File: src/fbparm_defs.svh
// frame-buffer parameter register offsets, reset values and limits
// assumes: byte-wide special function register space of the core
`ifndef FBPARM_DEFS_SVH
`define FBPARM_DEFS_SVH
`define OFS_RX_CONTROL_BYTE      8'hCA
`define OFS_RX_BUFFER_LENGTH     8'hCB
`define OFS_RX_BUFFER_START      8'hCC
`define OFS_RX_FIELD_LENGTH      8'hCD
`define OFS_SERIAL_STATE_COUNTER 8'hD9
`define OFS_TX_CONTROL_BYTE      8'hDA
`define REG_RESET                8'h00
`define RAM_LAST_ADDR            8'hBF
`endif

File: src/fbparm_pkg.sv
// types shared by the frame-buffer parameter block
// assumes: nothing beyond the defs header
package fbparm_pkg;
    typedef enum logic [2:0] {
        RX_IDLE, RX_CTRL, RX_DATA, RX_DONE
    } rx_state_t;
endpackage : fbparm_pkg

File: src/fbparm_regs.sv
// frame-buffer parameter registers of the serial interface unit
// assumes: core special function register strobes, synchronous to MCLK
//Function
//- Manual-response transmit inserts the tx control byte.
//- Manual mode does not use or advance sequence counters.
//- Received information field is stored from rx buffer start.
//- Rx buffer length bounds the stored field; zero is valid.
//- Rx field length is loaded with the stored count; zero valid.
//- Rx control byte is loaded with the received control field.
//- Rx control byte is read-only to software.
//- A readable state counter shows the internal unit state.
//- Buffers starting at or below 191 never wrap; reaching RAM address 191 ends them.
//- Software sets rx-empty; device clears it on frame received.
//- Software sets tx-full; device clears it when sent.
`timescale 1ns/100ps
`include "fbparm_defs.svh"
module fbparm_regs (
    // clock and reset
    input  wire logic       MCLK,
    input  wire logic       SRST,
    // special function register access
    input  wire logic       SFR_WR,
    input  wire logic       SFR_RD,
    input  wire logic [7:0] SFR_ADDR,
    input  wire logic [7:0] SFR_WDATA,
    output logic      [7:0] SFR_RDATA,
    // handshake flags
    input  wire logic       RBE_SET,
    input  wire logic       TBF_SET,
    output logic            RX_BUFFER_EMPTY_FLAG,
    output logic            TX_BUFFER_FULL_FLAG,
    // serial engine
    input  wire logic       MANUAL_MODE,
    input  wire logic       RX_BYTE_VALID,
    input  wire logic [7:0] RX_BYTE,
    input  wire logic       RX_FRAME_END,
    input  wire logic       TX_CTRL_REQ,
    input  wire logic       TX_FRAME_DONE,
    output logic      [7:0] TX_CTRL_FIELD,
    output logic            SEQ_ADVANCE,
    // on-chip ram write port
    output logic            RAM_WE,
    output logic      [7:0] RAM_ADDR,
    output logic      [7:0] RAM_WDATA
);
    typedef struct packed {
        logic [7:0] tx_control_byte;
        logic [7:0] rx_buffer_start;
        logic [7:0] rx_buffer_length;
        logic [7:0] rx_field_length;
        logic [7:0] rx_control_byte;
        logic       rx_buffer_empty_flag;
        logic       tx_buffer_full_flag;
        logic [7:0] rdata;
        logic [7:0] tx_field;
    } regs_t;
    regs_t r, next_r;

    logic       fill_done;
    logic [7:0] fill_count;
    logic [7:0] fill_ctrl;
    logic [2:0] fill_state;

    function automatic logic hit(input logic [7:0] a, input logic [7:0] o);
        return a == o;
    endfunction : hit

    rx_fill u_fill (
        .clk        (MCLK),
        .rst        (SRST),
        .enable     (r.rx_buffer_empty_flag),
        .manual     (MANUAL_MODE),
        .start      (r.rx_buffer_start),
        .length     (r.rx_buffer_length),
        .byte_valid (RX_BYTE_VALID),
        .byte_data  (RX_BYTE),
        .frame_end  (RX_FRAME_END),
        .ram_we     (RAM_WE),
        .ram_addr   (RAM_ADDR),
        .ram_wdata  (RAM_WDATA),
        .done       (fill_done),
        .count      (fill_count),
        .ctrl       (fill_ctrl),
        .state_code (fill_state),
        .seq_advance(SEQ_ADVANCE)
    );

    always_comb begin
        next_r = r;
        if (SFR_WR) begin
            if (hit(SFR_ADDR, `OFS_TX_CONTROL_BYTE))
                next_r.tx_control_byte = SFR_WDATA;
            if (hit(SFR_ADDR, `OFS_RX_BUFFER_START))
                next_r.rx_buffer_start = SFR_WDATA;
            if (hit(SFR_ADDR, `OFS_RX_BUFFER_LENGTH))
                next_r.rx_buffer_length = SFR_WDATA;
            if (hit(SFR_ADDR, `OFS_RX_FIELD_LENGTH))
                next_r.rx_field_length = SFR_WDATA;
            // rx control byte and state counter ignore writes
        end
        if (RBE_SET) next_r.rx_buffer_empty_flag = 1'b1;
        if (TBF_SET) next_r.tx_buffer_full_flag = 1'b1;
        if (fill_done) begin
            // results land in the same edge the flag drops
            next_r.rx_field_length = fill_count;
            next_r.rx_control_byte = fill_ctrl;
            next_r.rx_buffer_empty_flag = 1'b0;
        end
        if (TX_FRAME_DONE) next_r.tx_buffer_full_flag = 1'b0;
        if (TX_CTRL_REQ && MANUAL_MODE)
            next_r.tx_field = r.tx_control_byte;
        next_r.rdata = 8'h00;
        if (SFR_RD) begin
            case (SFR_ADDR)
                `OFS_TX_CONTROL_BYTE:  next_r.rdata = r.tx_control_byte;
                `OFS_RX_BUFFER_START:  next_r.rdata = r.rx_buffer_start;
                `OFS_RX_BUFFER_LENGTH: next_r.rdata = r.rx_buffer_length;
                `OFS_RX_FIELD_LENGTH:  next_r.rdata = r.rx_field_length;
                `OFS_RX_CONTROL_BYTE:  next_r.rdata = r.rx_control_byte;
                `OFS_SERIAL_STATE_COUNTER:
                    next_r.rdata = {5'h00, fill_state};
                default:               next_r.rdata = 8'h00;
            endcase
        end
    end

    always_ff @(posedge MCLK) begin
        if (SRST) begin
            r <= '0;
        end else begin
            r <= next_r;
        end
    end

    assign SFR_RDATA = r.rdata;
    assign RX_BUFFER_EMPTY_FLAG = r.rx_buffer_empty_flag;
    assign TX_BUFFER_FULL_FLAG = r.tx_buffer_full_flag;
    assign TX_CTRL_FIELD = r.tx_field;

    a_rcb_readonly: assert property (@(posedge MCLK)
        disable iff (SRST)
        !$past(fill_done) |-> $stable(r.rx_control_byte))
        else $error("rx control byte changed without a frame");

    a_rbe_clears: assert property (@(posedge MCLK)
        disable iff (SRST)
        fill_done |=> !RX_BUFFER_EMPTY_FLAG)
        else $error("rx-empty not cleared after frame");

    a_rfl_loaded: assert property (@(posedge MCLK)
        disable iff (SRST)
        fill_done |=> r.rx_field_length == $past(fill_count))
        else $error("field length not loaded");

    a_tbf_clears: assert property (@(posedge MCLK)
        disable iff (SRST)
        TX_FRAME_DONE |=> !TX_BUFFER_FULL_FLAG)
        else $error("tx-full not cleared");

    a_tx_ctrl: assert property (@(posedge MCLK)
        disable iff (SRST)
        TX_CTRL_REQ && MANUAL_MODE |=>
            TX_CTRL_FIELD == $past(r.tx_control_byte))
        else $error("tx control field wrong");

    a_no_seq: assert property (@(posedge MCLK)
        disable iff (SRST)
        MANUAL_MODE && $past(MANUAL_MODE) |-> !SEQ_ADVANCE)
        else $error("sequence advanced in manual mode");

    a_ram_limit: assert property (@(posedge MCLK)
        disable iff (SRST)
        RAM_WE |-> RAM_ADDR >= r.rx_buffer_start
            && (RAM_ADDR <= `RAM_LAST_ADDR
                || r.rx_buffer_start > `RAM_LAST_ADDR))
        else $error("ram write outside receive buffer");

    a_ram_start: assert property (@(posedge MCLK)
        disable iff (SRST)
        RAM_WE && fill_count == 8'h01 |-> RAM_ADDR == r.rx_buffer_start)
        else $error("first field byte not at buffer start");

    a_rcb_loaded: assert property (@(posedge MCLK)
        disable iff (SRST)
        fill_done |=> r.rx_control_byte == $past(fill_ctrl))
        else $error("rx control byte not loaded");

    a_rbe_order: assert property (@(posedge MCLK)
        disable iff (SRST)
        $fell(RX_BUFFER_EMPTY_FLAG) |-> $past(fill_done)
            && r.rx_field_length == $past(fill_count)
            && r.rx_control_byte == $past(fill_ctrl))
        else $error("rx-empty dropped before results loaded");

    a_rbe_set: assert property (@(posedge MCLK)
        disable iff (SRST)
        RBE_SET && !fill_done |=> RX_BUFFER_EMPTY_FLAG)
        else $error("rx-empty not set by software");

    a_tbf_set: assert property (@(posedge MCLK)
        disable iff (SRST)
        TBF_SET && !TX_FRAME_DONE |=> TX_BUFFER_FULL_FLAG)
        else $error("tx-full not set by software");

    a_state_read: assert property (@(posedge MCLK)
        disable iff (SRST)
        SFR_RD && SFR_ADDR == `OFS_SERIAL_STATE_COUNTER |=>
            SFR_RDATA == {5'h00, $past(fill_state)})
        else $error("state counter read wrong");

    a_rcb_read: assert property (@(posedge MCLK)
        disable iff (SRST)
        SFR_RD && SFR_ADDR == `OFS_RX_CONTROL_BYTE |=>
            SFR_RDATA == $past(r.rx_control_byte))
        else $error("rx control byte read wrong");

    a_tcb_write: assert property (@(posedge MCLK)
        disable iff (SRST)
        SFR_WR && SFR_ADDR == `OFS_TX_CONTROL_BYTE |=>
            r.tx_control_byte == $past(SFR_WDATA))
        else $error("tx control byte write lost");

    a_rbs_write: assert property (@(posedge MCLK)
        disable iff (SRST)
        SFR_WR && SFR_ADDR == `OFS_RX_BUFFER_START |=>
            r.rx_buffer_start == $past(SFR_WDATA))
        else $error("rx buffer start write lost");

    a_rbl_write: assert property (@(posedge MCLK)
        disable iff (SRST)
        SFR_WR && SFR_ADDR == `OFS_RX_BUFFER_LENGTH |=>
            r.rx_buffer_length == $past(SFR_WDATA))
        else $error("rx buffer length write lost");
endmodule : fbparm_regs

File: src/rx_fill.sv
// receive fill engine: writes the information field into on-chip RAM
// assumes: serial engine presents one byte per strobe, frame end strobe
`timescale 1ns/100ps
`include "fbparm_defs.svh"
module rx_fill (
    input  wire logic       clk,
    input  wire logic       rst,
    // control
    input  wire logic       enable,
    input  wire logic       manual,
    input  wire logic [7:0] start,
    input  wire logic [7:0] length,
    // serial engine side
    input  wire logic       byte_valid,
    input  wire logic [7:0] byte_data,
    input  wire logic       frame_end,
    // ram port
    output logic            ram_we,
    output logic      [7:0] ram_addr,
    output logic      [7:0] ram_wdata,
    // results
    output logic            done,
    output logic      [7:0] count,
    output logic      [7:0] ctrl,
    output logic      [2:0] state_code,
    output logic            seq_advance
);
    typedef struct packed {
        fbparm_pkg::rx_state_t st;
        logic [7:0] addr;
        logic [7:0] cnt;
        logic [7:0] ctl;
        logic       we;
        logic [7:0] wd;
        logic       done;
        logic       stop;
        logic       adv;
    } fill_t;
    fill_t cur, next_cur;

    always_comb begin
        next_cur = cur;
        next_cur.we = 1'b0;
        next_cur.done = 1'b0;
        next_cur.adv = 1'b0;
        case (cur.st)
            fbparm_pkg::RX_IDLE: begin
                next_cur.addr = start;
                next_cur.cnt = 8'h00;
                next_cur.stop = 1'b0;
                // flag still high while done stands: no re-arm
                if (enable && !cur.done) next_cur.st = fbparm_pkg::RX_CTRL;
            end
            fbparm_pkg::RX_CTRL: begin
                if (byte_valid) begin
                    next_cur.ctl = byte_data;
                    next_cur.st = fbparm_pkg::RX_DATA;
                end
            end
            fbparm_pkg::RX_DATA: begin
                if (frame_end) begin
                    next_cur.st = fbparm_pkg::RX_DONE;
                end else if (byte_valid && !cur.stop
                             && cur.cnt < length) begin
                    // store field bytes from start
                    // at most length bytes, none for zero
                    next_cur.we = 1'b1;
                    next_cur.wd = byte_data;
                    next_cur.cnt = cur.cnt + 8'h01;
                    next_cur.addr = cur.addr + 8'h01;
                    // no wrap past ram end
                    if (cur.addr == `RAM_LAST_ADDR) next_cur.stop = 1'b1;
                end
            end
            fbparm_pkg::RX_DONE: begin
                next_cur.done = 1'b1;
                // sequence counters untouched in manual mode
                next_cur.adv = !manual;
                next_cur.st = fbparm_pkg::RX_IDLE;
            end
            default: next_cur.st = fbparm_pkg::RX_IDLE;
        endcase
    end

    always_ff @(posedge clk) begin
        if (rst) begin
            cur <= '0;
            cur.st <= fbparm_pkg::RX_IDLE;
        end else begin
            cur <= next_cur;
        end
    end

    assign ram_we = cur.we;
    assign ram_addr = cur.addr - 8'h01;
    assign ram_wdata = cur.wd;
    assign done = cur.done;
    assign count = cur.cnt;
    assign ctrl = cur.ctl;
    assign state_code = cur.st;
    assign seq_advance = cur.adv;

    a_count_bounded: assert property (@(posedge clk)
        disable iff (rst)
        ram_we |-> (count <= length))
        else $error("stored more bytes than buffer length");

    a_stop_holds: assert property (@(posedge clk)
        disable iff (rst)
        $past(cur.stop) |-> !ram_we)
        else $error("ram write after buffer end");
endmodule : rx_fill

File: config.mk
export PLATFORM = sky130hd
export DESIGN_NAME = fbparm_regs
export DESIGN_NICKNAME = d
export VERILOG_FILES = /design/src/fbparm_pkg.sv /design/src/fbparm_regs.sv /design/src/rx_fill.sv
export VERILOG_INCLUDE_DIRS = /design/src
export SDC_FILE = /design/constraint.sdc
export NUM_CORES = 1
export LEC_CHECK = 0
export BUFFER_PORTS_ARGS = -buffer_cell sky130_fd_sc_hd__buf_2
export CORE_MARGIN = 5
export CORE_UTILIZATION = 55
export CTS_BUF_LIST = sky130_fd_sc_hd__clkbuf_4
export CTS_CLUSTER_DIAMETER = 150
export DETAILED_ROUTE_END_ITERATION = 10
export MAX_ROUTING_LAYER = met4
export PLACE_DENSITY = 0.86
export SLEW_MARGIN = 20
export SYNTH_ARGS = -nofsm -noshare
export SYNTH_HDL_FRONTEND = slang
export SYNTH_SLANG_ARGS = --single-unit
File: constraint.sdc
create_clock -name MCLK -period 3 [get_ports MCLK]
set_input_delay 0.45 -clock MCLK [delete_from_list [all_inputs] [get_ports MCLK]]
set_output_delay 0.45 -clock MCLK [all_outputs]
set_load 0.02 [all_outputs]
### Word-level counts from Yosys, hierarchy flattened

Index checks and enable logic that the tools add are counted.
W data, S select, Z words.

* register bits: 97
* bits of input ports: 35
* word-level logic and storage cells: 85

* $add $sub $neg: 3
* $lt $le $gt $ge: 1
* equal/unequal tests: 16
* multiplexer cells: 18
* bitwise gates (word level): 4
* reduce and logical (&&, ||, !) cells: 25

Operators by type and width (number)
* $eq A8 B8 Y1 const B: 7
* $pmux W8 S6: 1
* $mux W16: 2
* $pmux W16 S2: 1
* $mux W17: 1
* $add A8 B1 Y8 const B: 2
* $mux W8: 2
* $reduce_and A2 Y1: 5
* $mux W3: 3
* $mux W9: 1
* $pmux W3 S3: 1
* $reduce_and A3 Y1: 3
* $lt A8 B8 Y1: 1
* $reduce_or A2 Y1: 4
* $sub A8 B1 Y8 const B: 1
* $eq A3 B2 Y1 const B: 2
* $ne A2 B1 Y1 const B: 3
* $ne A2 B2 Y1 const B: 3
* $reduce_bool A2 Y1: 3
* $mux W1: 5
* $logic_and A1 B1 Y1: 4
* $not A1 Y1: 4
* $reduce_and A4 Y1: 1
* $eq A3 B1 Y1 const B: 1
* other kinds (4): 6

### Depth between registers and ports, before layout

* depth after elaboration: 6
* gate-level depth with buffers: 9
* depth with buffers taken out: 9

### Modules after synthesis

Synthesis repeated with hierarchy kept, for this count alone.

* cell total of the unflattened synthesis: 579
* area total of the unflattened synthesis: 5058.6 um^2

By module, submodules not included
* fbparm_regs: times used 1, cells an instance 288, area an instance 2683.8 um^2
* rx_fill: times used 1, cells an instance 291, area an instance 2374.8 um^2

### Worst setup path before layout

No wires, ideal clock.

* path kind: register -> output
* start: register u_fill.cur[30] (netlist name)
* end: output RAM_ADDR[7]
* arrival time: 1.480 ns
* slack: 1.070 ns
* cell stages (with the launch flop): 5
* cells stage by stage: dfxtp_1 -> clkbuf_1 -> or4_1 -> nor4_1 -> xnor2_1

* word-level cells in the longest chain between the ends: 1

RTL lines
* start, declared: RTL line rx_fill.sv:39 `fill_t cur, next_cur;`
* start signal, assigned: RTL line rx_fill.sv:90 `cur <= next_cur;`
* $sub A8 B1 Y8: RTL line rx_fill.sv:95 `assign ram_addr = cur.addr - 8'h01;`
* end, declared: RTL line fbparm_regs.sv:43 `output logic [7:0] RAM_ADDR,`

No other way between the ends.

### Worst setup path after layout

* start: register u_fill.cur (netlist bit u_fill.state_code[0])
* end: register u_fill.cur (netlist bit u_fill.count[7])

* word-level cells in the longest chain between the ends: 3

RTL lines
* $eq A3 B2 Y1 / $logic_not A3 Y1 (equally long branches): RTL line rx_fill.sv:46 `case (cur.st)`
* $ne A2 B1 Y1 (no line), or another cell as far along
* $reduce_and A3 Y1 (no line)

Several ways; a longest one is shown, not always the timed one.
A chain may end at the register's enable or synchronous reset.

==> results.cfg <==
[status]
status = completed

[cells_and_area]
area_growth_pct = 6.886
final_util_pct = 60.91
drive_gt1_share_pct = 16.84
nets = 633
final_cell_count_no_fill = 693
diodes = 0

[power_and_ir_drop]
clkPwrFrac_pct = 23.8
seqPwrFrac_pct = 48.2
p_sw_share_pct = 36.01
p_sw_mw = 1.056
p_per_area_nw_per_um2 = 583.2
vdd_drop_max_mv = 0.6603
leakage_nw = 2.071
combinationalPowerShare_pct = 27.9
internal-power_mw = 1.877

[floorplanning]
die_h_um = 102.5
ios = 71
die_w_um = 102.5
std_cell_rows = 33
dieArea_um2 = 10510
start_util_pct = 56.98
coreArea_um2 = 8258

[global_route]
grt_pass1_wl_um = 19190
grtUsageTotal_pct = 23.96
overflow = 0
antenna_found_initial = 0
grt_max_degree = 80
grt_pass1_vias = 3870

[synthesis]
synth_area_um2 = 4706
ys_seq_area_share_pct = 40.84
ys_warn_count = 0
synth.distinct_cells = 55
synth_top_area_share_pct = 40.84
post-synth-top-area-cell = dfxtp_1
synth_edf_count = 0
ys_seq_elements = 96
synth_ff_type = dfxtp_1
synthTopCellsByArea = dfxtp_1, mux2i_1, nor2_1, a21oi_1, nand2_1
synth_cells = 551
syn-num-nets = 601
avgSynthCellArea_um2 = 8.540
async_flop_share_pct = 0

[hold_path]
hold_path_class = in -> reg
hold_start = TX_FRAME_DONE

[critical_path]
crit_type = reg -> reg
endpoint_kind = flop
crit_path_start_kind = flop
crit_required_ps = 3380
cp-startpoint = u_fill.state_code[0]
path_max_fanout = 18
worstPathArrival_ps = 2870
crit-reg2reg-launch = u_fill.state_code[0]

[route]
antenna_left = 0
num_vias = 4060
viasPerCell = 5.859
drt_pass1_iterations = 5
drc = 0
routedWlPerCell_um = 17.36
drt_iter0_markers = 287
drt_wl_total_um = 12030

[timing]
grt_setup_unrepaired = false
relSlewSlack_pct = 44.73
hold_viol = 0
min_period_ps = 2488
clock_skew_ps = 19.97
finalCritPeriodShare_pct = 82.92
fmaxAchievable_mhz = 402.0
hold_ws_ps = 154.4
setup_tns_ps = 0
slew_viol_final = 0
setup_violations = 0
tightest_slew_ps = 829.1

[clock_tree]
cts.repair.resized = 0
cts_buffer_depth = 2
clk_pin_slew_worst_paths_ps = 150
hold_buffers = 0
h-tree-depth = 3
postCtsSetupRepairBufs = 0
clock-sinks = 96
cts_tree = done
cts_buffers = 9
clkLatencyLatePin_ps = 450
cts-root-buf = clkbuf_4

[place]
dp.cells = 677
gp_congestion = 0.8871
dpl.hpwl_um = 8893
port_buffers = 70

[flow_run]
drv_cap = 0
-- layout make-up --
class,count,area [um^2]
repair buffers,73,372.9
inverters,20,75.07
well taps,105,131.4
clock inverters,7,70.07
flip-flops and latches,96,1922
multi-input cells,383,2391
fillers,732,3228
clock buffers,9,67.56
-- synth_stat cells, types with 2 or more instances --
cell type and n:
dfxtp_1 96, nor2_1 70, nand2_1 64, a21oi_1 52, mux2i_1 50, nand3_1 33
buf_4 26, inv_1 19, ha_1 15, clkbuf_1 14, o21ai_0 11, a22oi_1 10
buf_2 8, o22ai_1 8, nor3_1 6, xor2_1 6, and3_1 5, nor2b_1 4
xnor2_1 4, a211oi_1 3, o211ai_1 3, a221oi_1 2, a22o_1 2, a31oi_1 2
buf_1 2, buf_6 2, nand4_1 2, nor4_1 2, nor4b_1 2, o21ai_2 2
or3b_1 2
-- worst max-delay path, cell delays in order (launching register included) --
cell and delay, ps:
dfxtp_1 430, inv_1 150, ha_1 410, and2b_1 220
nand4b_1 340, nor2_4 480, nand2_1 180, inv_1 100
a22o_1 120
-- registers in the layout (all words and copies together) (netlist names) --
signal                count
RX_BUFFER_EMPTY_FLAG      1
u_fill.seq_advance        1
u_fill.ram_wdata          8
TX_CTRL_FIELD             8
u_fill.state_code         2
TX_BUFFER_FULL_FLAG       1
r                        40
u_fill.ctrl               8
SFR_RDATA                 8
u_fill.count              8
u_fill.done               1
u_fill.cur                9
u_fill.ram_we             1
-- path summary, 6_finish.rpt --
| path | end | cells after the start | slack, ps |
|---|---|---|---|
| setup / recovery | u_fill.count[7] | 8 | 510 |
| hold / removal | TX_BUFFER_FULL_FLAG | 2 | 150 |
| hold reg to reg | u_fill.ram_wdata[6] | 2 | 460 |
| setup reg to reg | u_fill.count[7] | 8 | 510 |
-- cell families after synthesis --
| logic type | count (synthesis) | share of synthesized area [%] |
|---|---|---|
| adders and majority gates | 15 | 3.988 |
| DFF | 96 | 40.84 |
| xor gates and xnor gates | 10 | 1.861 |
| AOI/OAI and AO/OA | 104 | 13.69 |
| muxes | 51 | 10.87 |
| and+or+nand+nor | 203 | 20.39 |
| buffers and inverters | 72 | 8.349 |
-- power by group through the flow --
stage	clock network (mW)	registers, mW	logic, mW
global route	0.765	1.42	0.896
detailed placement	0	1.44	0.807
global placement	0	1.43	0.791
floorplan	0	1.40	0.604
finish	0.700	1.42	0.819
CTS	0.704	1.41	0.814
-- metal layers --
layer  vias to the layer above  track usage [%]  wire length [um]
li1                       1960                -                 -
met1                      1910            31.23              5128
met2                       167            37.39              5794
met3                        23            5.210               897
met4                         0            7.265               213
met5                         -                -                 0
-- placed cells by master (no fill, tap or decap), types with 6 or more instances in the layout --
cell	instances
o22ai_1	8
inv_1	19
mux2i_1	50
o21ai_0	11
nand3_1	33
xor2_1	6
ha_1	15
nor2_1	70
nor3_1	6
buf_2	70
a22oi_1	10
clkbuf_4	9
nand2_1	64
a21oi_1	52
dfxtp_1	96
-- through the flow --
step | setup WS [ps] | instance area, um^2 | total power [mW]
floorplan | 1070 | 4706 | 2.005
global placement | 653.9 | 4892 | 2.224
detailed placement | 599.6 | 4892 | 2.245
CTS | 517.7 | 5030 | 2.929
global route | 339.0 | 5030 | 3.084
finish | 512.3 | 5030 | 2.933
(Power assumes the default switching activity.)
